[src/dlc_pkg.sv]
// Package: constants and types for the diagnostic lamp blink code controller
package dlc_pkg;
    localparam int unsigned DLC_CLK_HZ = 125_000_000;
    // Flash timing in milliseconds
    localparam int unsigned DLC_HI_ON_MS = 600;
    localparam int unsigned DLC_HI_OFF_MS = 600;
    localparam int unsigned DLC_LO_ON_MS = 300;
    localparam int unsigned DLC_LO_OFF_MS = 300;
    localparam int unsigned DLC_DIGIT_GAP_MS = 1000;
    localparam int unsigned DLC_CODE_GAP_MS = 1800;
    localparam int unsigned DLC_CYC_PER_MS = DLC_CLK_HZ / 1000;
    localparam int unsigned DLC_HI_ON_CYC = DLC_HI_ON_MS * DLC_CYC_PER_MS;
    localparam int unsigned DLC_HI_OFF_CYC = DLC_HI_OFF_MS * DLC_CYC_PER_MS;
    localparam int unsigned DLC_LO_ON_CYC = DLC_LO_ON_MS * DLC_CYC_PER_MS;
    localparam int unsigned DLC_LO_OFF_CYC = DLC_LO_OFF_MS * DLC_CYC_PER_MS;
    localparam int unsigned DLC_DIGIT_GAP_CYC = DLC_DIGIT_GAP_MS * DLC_CYC_PER_MS;
    localparam int unsigned DLC_CODE_GAP_CYC = DLC_CODE_GAP_MS * DLC_CYC_PER_MS;
    localparam int unsigned DLC_NUM_CODES = 8;
    localparam int unsigned DLC_ZERO_FLASHES = 10;
    localparam logic DLC_LAMP_RST = 1'b0;

    typedef enum logic [2:0] {
        DLC_IDLE = 3'b000,
        DLC_ON = 3'b001,
        DLC_OFF = 3'b011,
        DLC_DGAP = 3'b010,
        DLC_CGAP = 3'b110
    } dlc_state_e;
endpackage : dlc_pkg

[src/dlc_store_if.sv]
// Interface: fault store contents seen by the blink sequencer
interface dlc_store_if #(parameter int N = 8);
    logic [N-1:0] valid;
    logic [N-1:0][15:0] code;
    logic any;
    modport store (output valid, output code, output any);
    modport seq (input valid, input code, input any);
endinterface : dlc_store_if

[src/dlc_fault_store.sv]
// Fault store: pending and confirmed slots with two-cycle confirmation
module dlc_fault_store
    import dlc_pkg::*;
#(
    parameter int N = DLC_NUM_CODES
)(
    input wire logic clk_i,
    input wire logic rst_i,
    input wire logic det_i,
    input wire logic [$clog2(N)-1:0] det_slot_i,
    input wire logic [15:0] det_code_i,
    input wire logic cycle_end_i,
    input wire logic erase_i,
    dlc_store_if.store st,
    output logic confirmed_o
);
    logic [N-1:0] pend, conf, seen;
    logic [N-1:0][15:0] codes;

    // Detection latched per driving cycle; confirm on second consecutive cycle
    always_ff @(posedge clk_i or posedge rst_i)
    begin
        if (rst_i)
        begin
            pend <= '0;
            conf <= '0;
            seen <= '0;
            codes <= '0;
        end
        else if (erase_i)
        begin
            // A detection in the erase cycle survives the clear
            pend <= det_i ? (N'(1) << det_slot_i) : '0;
            conf <= '0;
            seen <= det_i ? (N'(1) << det_slot_i) : '0;
            codes <= '0;
            if (det_i)
                codes[det_slot_i] <= det_code_i;
        end
        else
        begin
            if (det_i)
            begin
                seen[det_slot_i] <= 1'b1;
                codes[det_slot_i] <= det_code_i;
                // Only pending from the previous cycle confirms
                if (pend[det_slot_i] && !seen[det_slot_i])
                    conf[det_slot_i] <= 1'b1;
            end
            if (cycle_end_i)
            begin
                pend <= seen | (det_i ? (N'(1) << det_slot_i) : '0);
                seen <= '0;
            end
            else if (det_i)
                pend[det_slot_i] <= 1'b1;
        end
    end

    assign st.valid = pend | conf;
    assign st.code = codes;
    assign st.any = |(pend | conf);
    assign confirmed_o = |conf;
endmodule : dlc_fault_store

[src/dlc_lamp_ctrl.sv]
// Top: malfunction lamp controller with bulb check, warning, blink codes, mixture monitor
module dlc_lamp_ctrl
    import dlc_pkg::*;
// Behaviour
// - Normal mode, ignition on, engine stopped: lamp steadily on as bulb check.
// - Normal mode, engine running: lamp off unless a fault is confirmed or a processor or severe fault is present.
// - Warning: lamp on for confirmed fault, processor fault or severe fault, else off.
// - Ordinary faults light the lamp after two consecutive driving cycles.
// - Catalyst-damaging misfire or fail-safe lights the lamp in first cycle.
// - Diagnostic mode, engine stopped: flash stored confirmed and pending codes.
// - Confirmed and pending codes shown together with matching numbers.
// - Four decimal digits as flash counts; zero digit is ten flashes.
// - Top digit flashes: 0.6 s on, 0.6 s off.
// - Lower digit flashes: 0.3 s on, 0.3 s off.
// - Extra 1.0 s off between digits.
// - Lamp off 1.8 s between codes; the code gives 0.3 s flash off plus 1.8 s gap, 2.1 s in all.
// - No stored fault: flash code 0000.
// - Leaving diagnostic mode for normal mode erases stored codes.
// - Erase clears codes, freeze frames, readiness codes, test values, distance; only the fault store is cleared here, the rest is left to erase_o.
// - Diagnostic mode, engine running: lamp shows front oxygen sensor mixture.
// - Closed loop: lean on, rich off; open loop holds last state.
#(
    parameter int N = DLC_NUM_CODES,
    parameter int unsigned HI_ON_CYC = DLC_HI_ON_CYC,
    parameter int unsigned HI_OFF_CYC = DLC_HI_OFF_CYC,
    parameter int unsigned LO_ON_CYC = DLC_LO_ON_CYC,
    parameter int unsigned LO_OFF_CYC = DLC_LO_OFF_CYC,
    parameter int unsigned DIGIT_GAP_CYC = DLC_DIGIT_GAP_CYC,
    parameter int unsigned CODE_GAP_CYC = DLC_CODE_GAP_CYC
)(
    input wire logic clk_i,
    input wire logic rst_i,
    input wire logic diag_mode_i,
    input wire logic ignition_i,
    input wire logic engine_run_i,
    input wire logic fault_det_i,
    input wire logic [$clog2(N)-1:0] fault_slot_i,
    input wire logic [15:0] fault_code_i,
    input wire logic cycle_end_i,
    input wire logic severe_i,
    input wire logic cpu_fault_i,
    input wire logic closed_loop_i,
    input wire logic front_exhaust_oxygen_sensor_lean_i,
    output logic fault_warning_lamp_o,
    output logic erase_o
);
    dlc_store_if #(.N(N)) st ();
    logic confirmed;
    logic diag_q;
    logic mix_lamp;
    logic blink_lamp;
    dlc_state_e state;
    logic [31:0] tmr;
    logic [$clog2(N)-1:0] slot;
    logic [1:0] digit;
    logic [3:0] flashes;
    logic [15:0] cur_code;

    ////////////////////////////////////////////////////////////////////////
    // Mode change detection and erase
    always_ff @(posedge clk_i or posedge rst_i)
    begin
        if (rst_i)
            diag_q <= 1'b0;
        else
            diag_q <= diag_mode_i;
    end

    // One-cycle erase pulse clears the fault store here, except a detection in the same cycle, and goes outside on erase_o
    always_ff @(posedge clk_i or posedge rst_i)
    begin
        if (rst_i)
            erase_o <= 1'b0;
        else
            erase_o <= diag_q & ~diag_mode_i;
    end

    dlc_fault_store #(.N(N)) u_store (
        .clk_i(clk_i),
        .rst_i(rst_i),
        .det_i(fault_det_i),
        .det_slot_i(fault_slot_i),
        .det_code_i(fault_code_i),
        .cycle_end_i(cycle_end_i),
        .erase_i(erase_o),
        .st(st),
        .confirmed_o(confirmed)
    );

    ////////////////////////////////////////////////////////////////////////
    // Helpers
    function automatic logic [3:0] flash_count(input logic [3:0] d);
        flash_count = (d == 4'h0) ? 4'(DLC_ZERO_FLASHES) : d;
    endfunction : flash_count

    function automatic logic [3:0] digit_of(input logic [15:0] c, input logic [1:0] i);
        digit_of = c[15 - 4*i -: 4];
    endfunction : digit_of

    // Next valid slot after s, wrapping; returns s when none
    function automatic logic [$clog2(N)-1:0] next_slot(input logic [N-1:0] v, input logic [$clog2(N)-1:0] s);
        logic [$clog2(N)-1:0] r;
        r = s;
        for (int k = N - 1; k >= 1; k--)
        begin
            if (v[($clog2(N))'((int'(s) + k) % N)])
                r = ($clog2(N))'((int'(s) + k) % N);
        end
        next_slot = r;
    endfunction : next_slot

    wire blink_en = ignition_i & diag_mode_i & ~engine_run_i;
    wire [3:0] cur_flashes = flash_count(digit_of(cur_code, digit));

    ////////////////////////////////////////////////////////////////////////
    // Blink code sequencer
    always_ff @(posedge clk_i or posedge rst_i)
    begin
        if (rst_i)
        begin
            state <= DLC_IDLE;
            tmr <= '0;
            slot <= '0;
            digit <= '0;
            flashes <= '0;
            cur_code <= '0;
        end
        else if (!blink_en)
        begin
            state <= DLC_IDLE;
            tmr <= '0;
        end
        else
        begin
            unique case (state)
                DLC_IDLE:
                begin
                    state <= DLC_ON;
                    slot <= next_slot(st.valid, '1);
                    cur_code <= st.any ? st.code[next_slot(st.valid, '1)] : 16'h0000;
                    digit <= '0;
                    flashes <= '0;
                    tmr <= HI_ON_CYC - 1;
                end
                DLC_ON:
                begin
                    if (tmr == 0)
                    begin
                        state <= DLC_OFF;
                        tmr <= (digit == 0) ? HI_OFF_CYC - 1 : LO_OFF_CYC - 1;
                        flashes <= flashes + 4'h1;
                    end
                    else
                        tmr <= tmr - 1;
                end
                DLC_OFF:
                begin
                    if (tmr != 0)
                        tmr <= tmr - 1;
                    else if (flashes != cur_flashes)
                    begin
                        state <= DLC_ON;
                        tmr <= (digit == 0) ? HI_ON_CYC - 1 : LO_ON_CYC - 1;
                    end
                    else if (digit != 2'd3)
                    begin
                        state <= DLC_DGAP;
                        tmr <= DIGIT_GAP_CYC - 1;
                    end
                    else
                    begin
                        state <= DLC_CGAP;
                        tmr <= CODE_GAP_CYC - 1;
                    end
                end
                DLC_DGAP:
                begin
                    if (tmr == 0)
                    begin
                        state <= DLC_ON;
                        digit <= digit + 2'd1;
                        flashes <= '0;
                        tmr <= LO_ON_CYC - 1;
                    end
                    else
                        tmr <= tmr - 1;
                end
                DLC_CGAP:
                begin
                    if (tmr == 0)
                    begin
                        // Advance to next stored code, wrapping forever
                        state <= DLC_ON;
                        slot <= next_slot(st.valid, slot);
                        cur_code <= st.any ? st.code[next_slot(st.valid, slot)] : 16'h0000;
                        digit <= '0;
                        flashes <= '0;
                        tmr <= HI_ON_CYC - 1;
                    end
                    else
                        tmr <= tmr - 1;
                end
                default:
                    state <= DLC_IDLE;
            endcase
        end
    end

    assign blink_lamp = (state == DLC_ON);

    ////////////////////////////////////////////////////////////////////////
    // Mixture monitor: hold last state outside closed loop
    always_ff @(posedge clk_i or posedge rst_i)
    begin
        if (rst_i)
            mix_lamp <= DLC_LAMP_RST;
        else if (closed_loop_i)
            mix_lamp <= front_exhaust_oxygen_sensor_lean_i;
    end

    ////////////////////////////////////////////////////////////////////////
    // Lamp output select
    always_ff @(posedge clk_i or posedge rst_i)
    begin
        if (rst_i)
            fault_warning_lamp_o <= DLC_LAMP_RST;
        else if (!ignition_i)
            fault_warning_lamp_o <= 1'b0;
        else if (!diag_mode_i && !engine_run_i)
            fault_warning_lamp_o <= 1'b1;
        else if (!diag_mode_i)
            fault_warning_lamp_o <= confirmed | cpu_fault_i | severe_i;
        else if (engine_run_i)
            fault_warning_lamp_o <= mix_lamp;
        else
            fault_warning_lamp_o <= blink_lamp;
    end

    ////////////////////////////////////////////////////////////////////////
    // Checks
    bulb_check_a: assert property (@(posedge clk_i) disable iff (rst_i)
        ignition_i && !diag_mode_i && !engine_run_i |=> fault_warning_lamp_o)
        else $error("bulb check lamp not lit");
    warn_off_a: assert property (@(posedge clk_i) disable iff (rst_i)
        ignition_i && !diag_mode_i && engine_run_i && !confirmed && !cpu_fault_i && !severe_i
        |=> !fault_warning_lamp_o)
        else $error("lamp lit with no fault");
    cpu_warn_a: assert property (@(posedge clk_i) disable iff (rst_i)
        ignition_i && !diag_mode_i && engine_run_i && cpu_fault_i |=> fault_warning_lamp_o)
        else $error("processor fault not shown");
    severe_warn_a: assert property (@(posedge clk_i) disable iff (rst_i)
        ignition_i && !diag_mode_i && engine_run_i && severe_i |=> fault_warning_lamp_o)
        else $error("severe fault not shown");
    erase_pulse_a: assert property (@(posedge clk_i) disable iff (rst_i)
        $fell(diag_mode_i) |=> erase_o ##1 !erase_o)
        else $error("erase not pulsed on mode exit");
    erase_clear_a: assert property (@(posedge clk_i) disable iff (rst_i)
        erase_o && !fault_det_i |=> !st.any)
        else $error("store not cleared by erase");
    mix_hold_a: assert property (@(posedge clk_i) disable iff (rst_i)
        !closed_loop_i |=> $stable(mix_lamp))
        else $error("mixture lamp changed in open loop");
    mix_follow_a: assert property (@(posedge clk_i) disable iff (rst_i)
        closed_loop_i |=> mix_lamp == $past(front_exhaust_oxygen_sensor_lean_i))
        else $error("mixture lamp not following sensor");
    flash_count_a: assert property (@(posedge clk_i) disable iff (rst_i)
        state == DLC_OFF |-> flashes <= 4'(DLC_ZERO_FLASHES))
        else $error("flash count above ten");
    gap_len_a: assert property (@(posedge clk_i) disable iff (rst_i)
        blink_en && state == DLC_DGAP && $changed(state) |-> tmr == DIGIT_GAP_CYC - 1)
        else $error("digit gap length wrong");

    ////////////////////////////////////////////////////////////////////////
    // Lamp source selection and sequencer abort
    lamp_dark_a: assert property (@(posedge clk_i) disable iff (rst_i)
        !ignition_i |=> !fault_warning_lamp_o)
        else $error("lamp lit with ignition off");
    warn_on_a: assert property (@(posedge clk_i) disable iff (rst_i)
        ignition_i && !diag_mode_i && engine_run_i && confirmed |=> fault_warning_lamp_o)
        else $error("confirmed fault not shown");
    blink_show_a: assert property (@(posedge clk_i) disable iff (rst_i)
        blink_en |=> fault_warning_lamp_o == $past(blink_lamp))
        else $error("lamp not following code display");
    mix_show_a: assert property (@(posedge clk_i) disable iff (rst_i)
        ignition_i && diag_mode_i && engine_run_i |=> fault_warning_lamp_o == $past(mix_lamp))
        else $error("lamp not following mixture monitor");
    blink_abort_a: assert property (@(posedge clk_i) disable iff (rst_i)
        !blink_en |=> state == DLC_IDLE)
        else $error("sequencer running outside code display");

    // Flash timing and sequencing
    hi_on_len_a: assert property (@(posedge clk_i) disable iff (rst_i)
        blink_en && state == DLC_ON && $changed(state) && digit == 2'd0
        |-> tmr == HI_ON_CYC - 1)
        else $error("top digit on time wrong");
    lo_on_len_a: assert property (@(posedge clk_i) disable iff (rst_i)
        blink_en && state == DLC_ON && $changed(state) && digit != 2'd0
        |-> tmr == LO_ON_CYC - 1)
        else $error("lower digit on time wrong");
    hi_off_len_a: assert property (@(posedge clk_i) disable iff (rst_i)
        blink_en && state == DLC_OFF && $changed(state) && digit == 2'd0
        |-> tmr == HI_OFF_CYC - 1)
        else $error("top digit off time wrong");
    lo_off_len_a: assert property (@(posedge clk_i) disable iff (rst_i)
        blink_en && state == DLC_OFF && $changed(state) && digit != 2'd0
        |-> tmr == LO_OFF_CYC - 1)
        else $error("lower digit off time wrong");
    code_gap_a: assert property (@(posedge clk_i) disable iff (rst_i)
        blink_en && state == DLC_CGAP && $changed(state)
        |-> tmr == CODE_GAP_CYC - 1 && digit == 2'd3)
        else $error("code gap wrong");
    digit_done_a: assert property (@(posedge clk_i) disable iff (rst_i)
        blink_en && (state == DLC_DGAP || state == DLC_CGAP) && $changed(state)
        |-> flashes == cur_flashes)
        else $error("digit ended with wrong flash count");
    flash_dark_a: assert property (@(posedge clk_i) disable iff (rst_i)
        blink_en && state != DLC_ON |=> !fault_warning_lamp_o)
        else $error("lamp lit between flashes");
    digit_step_a: assert property (@(posedge clk_i) disable iff (rst_i)
        blink_en && state == DLC_DGAP && tmr == 0
        |=> state == DLC_ON && digit == $past(digit) + 2'd1)
        else $error("digit not advanced after gap");
    code_wrap_a: assert property (@(posedge clk_i) disable iff (rst_i)
        blink_en && state == DLC_CGAP && tmr == 0
        |=> state == DLC_ON && digit == 2'd0)
        else $error("next code not started after gap");
    zero_code_a: assert property (@(posedge clk_i) disable iff (rst_i)
        blink_en && state == DLC_IDLE && !st.any |=> cur_code == 16'h0000)
        else $error("empty store not shown as zero code");

    // Erase pulse shape and cause
    erase_once_a: assert property (@(posedge clk_i) disable iff (rst_i)
        erase_o |=> !erase_o)
        else $error("erase longer than one cycle");
    erase_cause_a: assert property (@(posedge clk_i) disable iff (rst_i)
        erase_o |-> !$past(diag_mode_i) && $past(diag_mode_i, 2))
        else $error("erase without leaving diagnostic mode");

    blink_run_c: cover property (@(posedge clk_i) disable iff (rst_i) blink_en && state == DLC_CGAP);
    confirm_c: cover property (@(posedge clk_i) disable iff (rst_i) $rose(confirmed));
    erase_c: cover property (@(posedge clk_i) disable iff (rst_i) erase_o);
    zero_code_c: cover property (@(posedge clk_i) disable iff (rst_i) blink_en && state == DLC_IDLE && !st.any);
    mix_show_c: cover property (@(posedge clk_i) disable iff (rst_i) ignition_i && diag_mode_i && engine_run_i);
endmodule : dlc_lamp_ctrl

[config.mk]
export PLATFORM = sky130hd
export DESIGN_NAME = dlc_lamp_ctrl
export DESIGN_NICKNAME = d
export VERILOG_FILES = /design/src/dlc_pkg.sv /design/src/dlc_store_if.sv /design/src/dlc_fault_store.sv /design/src/dlc_lamp_ctrl.sv
export SDC_FILE = /design/constraint.sdc
export NUM_CORES = 1
export LEC_CHECK = 0
export BUFFER_PORTS_ARGS = -buffer_cell sky130_fd_sc_hd__buf_2
export CELL_PAD_IN_SITES_DETAIL_PLACEMENT = 2
export CELL_PAD_IN_SITES_GLOBAL_PLACEMENT = 2
export CORE_MARGIN = 2
export CORE_UTILIZATION = 35
export DETAILED_ROUTE_END_ITERATION = 8
export GPL_ROUTABILITY_DRIVEN = 0
export PLACE_DENSITY = 0.69
export RECOVER_POWER = 25
export SYNTH_ARGS = -nofsm -noshare
export SYNTH_HDL_FRONTEND = slang
export SYNTH_SLANG_ARGS = --single-unit
[constraint.sdc]
create_clock -name clk_i -period 8.2 [get_ports clk_i]
set_input_delay 0.82 -clock clk_i [delete_from_list [all_inputs] [get_ports clk_i]]
set_output_delay 0.82 -clock clk_i [all_outputs]
set_load 0.05 [all_outputs]
==> results of run 1 <==
==> cells by family after synthesis <==
group	after synthesis	synth area share
and+or+nand+nor	553	0.196
muxes	81	0.0889
adders and majority gates	6	0.00604
DFF	216	0.435
xor gates and xnor gates	11	0.00835
AOI/OAI and AO/OA	419	0.217
buffers and inverters	130	0.0484
==> placed cells by master (no fill, tap or decap), types with 20 or more instances in the layout <==
cell type,netlist,routed
nand2_1,346,346
dfrtp_1,216,216
o21ai_0,171,170
nor2_1,77,70
a21oi_1,64,62
mux2i_1,44,44
a221oi_1,39,39
buf_2,6,29
clkbuf_16,0,27
nor3_1,26,25
mux4_2,22,22
nand3_1,21,21
nor4_1,22,20
clkbuf_1,73,20
==> power breakdown <==
part / internal (mW) / total (mW) / switching (mW)
combinational: 0.499 / 1.32 / 0.817
sequential: 1.15 / 1.25 / 0.101
clock: 0.629 / 1.10 / 0.472
==> worst paths after layout <==
check                                            to  slack (ps)  depth (start not counted)
worst max register to register          cur_code[5]        3690                         11
worst max-delay path                    cur_code[5]        3690                         11
worst min-delay path                        erase_o         470                          1
worst min register to register              erase_o         470                          1
max in group asynchronous                   tmr[16]        4440                          3
min in group asynchronous       u_store.st.code[24]        1450                          2
==> worst reg2reg max path, cell delays in order (launching register included) <==
cell	delay, ps
dfrtp_1	680
inv_1	170
ha_1	590
clkinv_1	370
mux4_2	590
a2111oi_2	510
a32o_1	340
a21oi_4	40
buf_4	340
mux4_2	530
mux2i_1	150
o21ai_1	80
==> registers in the layout, indices dropped and copies added, names as in the netlist <==
| signal | cells |
|---|---|
| diag_q | 1 |
| mix_lamp | 1 |
| tmr | 32 |
| u_store.conf | 8 |
| u_store.seen | 8 |
| flashes | 4 |
| cur_code | 16 |
| digit | 2 |
| state | 3 |
| u_store.st.code | 128 |
| slot | 3 |
| u_store.pend | 8 |
| fault_warning_lamp_o | 1 |
| erase_o | 1 |
==> stage by stage <==
| step | util | setup WS [ps] | instances |
|---|---|---|---|
| 6_report | 0.386 | 3690 | 1871 |
| 5_1_grt | 0.386 | 3330 | 1871 |
| 4_1_cts | 0.388 | 3730 | 1871 |
| 3_5_place_dp | 0.365 | 3760 | 1826 |
| 3_3_place_gp | 0.365 | 3940 | 1826 |
| 2_1_floorplan | - | 1470 | 1416 |
==> layout make-up <==
class / count / area [µm²] / area share
Timing Repair Buffer: 57 / 322 / 0.0236
Multi-Input combinational cell: 1070 / 6470 / 0.474
Inverter: 22 / 86.3 / 0.00633
Clock inverter: 4 / 23.8 / 0.00174
Clock buffer: 41 / 758 / 0.0556
Tap cell: 461 / 577 / 0.0423
Sequential cell: 216 / 5410 / 0.396
==> metal layers <==
metal / GRT usage / routed length (µm) / part of all wire / vias to the layer above
met5: 0 / 0 / 0 / -
met4: 0.0587 / 1010 / 0.022 / 0
met3: 0.0304 / 1420 / 0.031 / 62
met2: 0.436 / 21900 / 0.49 / 185
met1: 0.341 / 20800 / 0.46 / 5874
li1: - / - / - / 5073
==> reports/summary.json, run 1 <==
{
  "placement": {
    "place.detailed.hpwl_um": 29600,
    "placement.cell_area_um2": 12900,
    "port_buffers": 31
  },
  "timing": {
    "worst_slew_pin_tran_ps": 4040,
    "timing.final.setup_violations": 0,
    "totalNegativeSetupSlack_ps": 0,
    "max_clock_freq_ghz": 0.222,
    "worst_clock_skew_ps": 20.0,
    "relSlewSlack": -1.71,
    "hold_viol": 0,
    "slew_violations": 324,
    "fin_crit_sh": 0.550,
    "holdWs_ps": 467,
    "timing.final.crit_period_ps": 4510,
    "grt_setup_unrepaired": "false"
  },
  "setup_path": {
    "timing.critical_path.cells": "inv_1 -> ha_1 -> clkinv_1 -> mux4_2 -> a2111oi_2 -> a32o_1 -> a21oi_4 -> buf_4 -> mux4_2 -> mux2i_1 -> o21ai_1",
    "critPathArrivalTime_ps": 4920,
    "crit_start": "slot[1]",
    "critPathTopFamily": "multiplexers",
    "criticalPathCategory": "flip-flop to flip-flop",
    "timing.critical_path.from_type": "flip-flop",
    "rr_startpoint": "slot[1]",
    "cpMaxStageDelayCell": "dfrtp_1",
    "critical_path.max_fanout": 37,
    "critical-path-top-cell-by-count": "mux4_2",
    "worst_path_largest_cell_delay_ps": 680,
    "crit_required_ps": 8610,
    "worstSetupEndpointType": "flip-flop",
    "path_buf_inv": 3
  },
  "synthesis": {
    "ys_async_sr_fraction": 1.00,
    "synth-main-ff-cell": "dfrtp_1",
    "synth_area_um2": 12400,
    "synth.cells.most_frequent": "nand2_1 (346), dfrtp_1 (216), o21ai_0 (171)",
    "sequential_cell_area_fraction_in_the_yosys_report": 0.435,
    "postSynthAreaPerCell_um2": 8.78,
    "synthesis.nets": 1452,
    "ys_types": 84,
    "synth-edff-count": 0,
    "post_synth_main_area_contributors": "dfrtp_1 (43%), nand2_1 (10%), o21ai_0 (6.9%), mux4_2 (4.0%), mux2i_1 (3.5%)",
    "yosys.cell_count.top_type": "nand2_1",
    "count_of_warnings_emitted_by_yosys": 0,
    "synth_top_cell_by_area": "dfrtp_1",
    "ys_seq_elements": 216,
    "synth_top_area_frac": 0.435,
    "netlist_instances": 1416
  },
  "clocking": {
    "h-tree-depth": 1,
    "clock_network_latency_to_the_later_pin_of_the_worst_skew_pair_ps": 560,
    "cts.repair_timing.setup_buffer_count": 0,
    "path_clk_slew_ps": 50,
    "post_cts.resized_instances": 0,
    "hold_buffers": 0,
    "cts_num_sinks": 216,
    "tritoncts": "yes",
    "numCtsBuffers": 27,
    "clk_root_buffer_cell": "clkbuf_16",
    "max-clock-path-buffers": 3
  },
  "final_layout": {
    "antenna-diode-count": 0,
    "design_area_um2": 13600,
    "fillers": 3959,
    "drive_above_1_share": 0.110,
    "area_delta_synth_final_pct": 9.77,
    "layout_net_count": 1430
  },
  "die": {
    "width_of_the_chip_um": 192,
    "die_area_um2": 37000,
    "floorplan.rows": 69,
    "dieHeight_um": 192,
    "boundaryPins": 32,
    "core_area_um2": 35300,
    "start_util": 0.352
  },
  "worst_hold_path": {
    "holdCritPathClass": "flip-flop to flip-flop",
    "hp-start": "diag_q"
  },
  "grt": {
    "overflow": 0,
    "number_of_global_route_vias_before_repair": 12200,
    "global_route_wire_length_before_repair_um": 72900,
    "antenna_found_initial": 1,
    "grt_start_max_net_pins": 84,
    "gr-usage-all-layers": 0.254
  },
  "pwr": {
    "max-vdd-ir-drop_uv": 159,
    "final_total_power_mw": 3.67,
    "power.leakage_nw": 5.58,
    "p_per_area_nw_per_um2": 269
  },
  "drt": {
    "detail_route.drc_violations": 0,
    "iteration_0_drc_markers": 659,
    "detail_route.vias_per_cell": 5.98,
    "number_of_vias_in_the_routed_layout": 11200,
    "detail_route_antenna_nets": 0,
    "wire_per_inst_um": 24.2,
    "drt_pre_antenna_iters": 5,
    "drt-total-wl_um": 45200
  },
  "run_status": {
    "status": "complete, but fails checks",
    "failed_checks": "max-capacitance violations, max-slew violations"
  },
  "run": {
    "timing.max_cap.violations": 8
  }
}
(Power assumes the default switching activity.)
==> inputs of run 2 (changes only) <==
--- a/config.mk
+++ b/config.mk
@@ -12,7 +12,7 @@
 export CORE_UTILIZATION = 35
 export DETAILED_ROUTE_END_ITERATION = 8
 export GPL_ROUTABILITY_DRIVEN = 0
-export PLACE_DENSITY = 0.69
+export PLACE_DENSITY = 0.72
 export RECOVER_POWER = 25
 export SYNTH_ARGS = -nofsm -noshare
 export SYNTH_HDL_FRONTEND = slang
==> constraint.sdc (replaced) <==
create_clock -name clk_i -period 4 [get_ports clk_i]
set_input_delay 0.4 -clock clk_i [delete_from_list [all_inputs] [get_ports clk_i]]
set_output_delay 0.4 -clock clk_i [all_outputs]
set_load 0.05 [all_outputs]
==> run 2 against run 1 <==
Net effect: largest cell class unchanged; largest power group unchanged; clock power is 130% higher; the flow still finishes with violations (max-capacitance violations, max-slew violations); flip-flop and latch count stayed put; clock skew is 9.4 ps higher; critical path type unchanged.
==> reports/summary.json, run 2 (synthesis gave the netlist of run 1 again) <==
{
  "final_layout": {
    "area_delta_synth_final_pct": 12.7,
    "finish.utilization": 0.397,
    "largest_reg_flops": 128,
    "antenna-diode-count": 0,
    "drive_above_1_share": 0.136,
    "mostFrequentLayoutCell": "nand2_1",
    "layout_common_cells": "nand2_1 (346), dfrtp_1 (216), o21ai_0 (170)",
    "layout_net_count": 1455
  },
  "timing": {
    "relSlewSlack": -1.30,
    "grt_setup_unrepaired": "false",
    "totalNegativeSetupSlack_ps": 0,
    "fin_crit_sh": 0.915,
    "worst_clock_skew_ps": 29.4,
    "timing.final.setup_violations": 0,
    "timing.final.crit_period_ps": 3660,
    "layout_setup_ws_ps": 339,
    "holdWs_ps": 80.7,
    "hold_viol": 0,
    "slew_violations": 219,
    "worst_slew_pin_tran_ps": 3440,
    "max_clock_freq_ghz": 0.273
  },
  "placement": {
    "place.detailed.hpwl_um": 30400,
    "place_worst_setup_slack_ps": 354,
    "port_buffers": 31
  },
  "grt": {
    "antenna_found_initial": 1,
    "grt.met1_usage": 0.345,
    "global_route_wire_length_before_repair_um": 74300,
    "grt-busiest-layer": "met2",
    "overflow": 0,
    "grt_util_met2": 0.441,
    "gr-usage-all-layers": 0.258,
    "number_of_global_route_vias_before_repair": 12700,
    "grt_use_met3": 0.0324,
    "grt_start_max_net_pins": 142
  },
  "clocking": {
    "tritoncts": "yes",
    "numCtsBuffers": 27,
    "max-clock-path-buffers": 3,
    "cts_num_sinks": 216,
    "post_cts.resized_instances": 0,
    "hold_buffers": 0,
    "clk_root_buffer_cell": "clkbuf_16",
    "path_clk_slew_ps": 60,
    "h-tree-depth": 1,
    "clock_network_latency_to_the_later_pin_of_the_worst_skew_pair_ps": 580,
    "cts.repair_timing.setup_buffer_count": 0
  },
  "worst_hold_path": {
    "holdCritPathClass": "primary input to flip-flop",
    "timing.hold.worst_path_depth": 3
  },
  "pwr": {
    "clockPowerShare": 0.316,
    "seq_power_share": 0.321,
    "total_switching_power_mw": 2.93,
    "final_total_power_mw": 7.94,
    "max-vdd-ir-drop_uv": 397,
    "power.leakage_nw": 5.81,
    "combPwrFrac": 0.364,
    "intPower_mw": 5.02,
    "sw_frac_of_total": 0.368,
    "p_per_area_nw_per_um2": 567
  },
  "die": {
    "width_of_the_chip_um": 192,
    "core_area_um2": 35300,
    "dieHeight_um": 192,
    "boundaryPins": 32,
    "die_area_um2": 37000,
    "floorplan.rows": 69,
    "start_util": 0.352
  },
  "drt": {
    "wire_per_inst_um": 24.2,
    "iteration_0_drc_markers": 610,
    "number_of_vias_in_the_routed_layout": 11300,
    "detail_route.drc_violations": 0,
    "drt_pre_antenna_iters": 5,
    "drt-total-wl_um": 46000,
    "detail_route.vias_per_cell": 5.98,
    "detail_route_antenna_nets": 0
  },
  "setup_path": {
    "timing.critical_path.from_type": "flip-flop",
    "critical_path.max_fanout": 35,
    "ff2ff_path_depth": 11,
    "critPathArrivalTime_ps": 4130,
    "criticalPathCategory": "flip-flop to flip-flop",
    "crit_required_ps": 4470,
    "worstSetupEndpointType": "flip-flop"
  },
  "run_status": {
    "status": "complete, but fails checks",
    "failed_checks": "max-capacitance violations, max-slew violations"
  },
  "run": {
    "timing.max_cap.violations": 3
  }
}
run 2: worst max-delay path, stage by stage, from the launching register on:
cell and delay (ps):
dfrtp_1 420, inv_2 120, ha_1 330, clkinv_1 230, mux4_2 410, mux2i_1 400
nor3_1 180, a211oi_4 310, buf_12 280, and3_1 430, a32oi_1 180, a32o_1 250
run 2: area by class of cell:
class | instances | area (µm²)
inverter | 22 | 86.3
clock buffer | 42 | 832
tap | 461 | 577
clock inverter | 5 | 65.1
fill | 3892 | 21300
multi-input combinational | 1070 | 6480
sequential | 216 | 5410
timing repair buffer | 82 | 564
run 2: routing by layer:
layer	vias to the layer above	part of all wire	wire length, µm
li1	5110	-	-
met1	5965	0.45	20800
met2	186	0.49	22400
met3	80	0.034	1560
met4	0	0.027	1250
met5	-	0	0
run 2: stage by stage:
stage,instance area [µm²],instances
after global routing,14000,1898
after global placement,13100,1851
after detailed placement,13100,1851
final,14000,1898
after floorplan,12400,1416
after CTS,14000,1898
run 2: path summary, 6_finish.rpt:
| path | endpoint | from | slack, ps |
|---|---|---|---|
| setup / recovery | cur_code[2] | slot[0] | 340 |
| hold / removal | fault_warning_lamp_o | ignition_i | 80 |
| setup reg to reg | cur_code[2] | slot[0] | 340 |
| hold reg to reg | erase_o | diag_q | 480 |
| max in group asynchronous | u_store.st.code[12] | rst_i | 720 |
| min in group asynchronous | tmr[2] | rst_i | 600 |
run 2: power by group through the flow:
stage / clock network, mW / registers [mW] / logic (mW)
floorplan: 0 / 2.49 / 2.15
global placement: 0 / 2.57 / 2.79
detailed placement: 0 / 2.58 / 2.89
CTS: 2.57 / 2.55 / 2.90
global route: 2.66 / 2.57 / 3.13
finish: 2.51 / 2.55 / 2.89
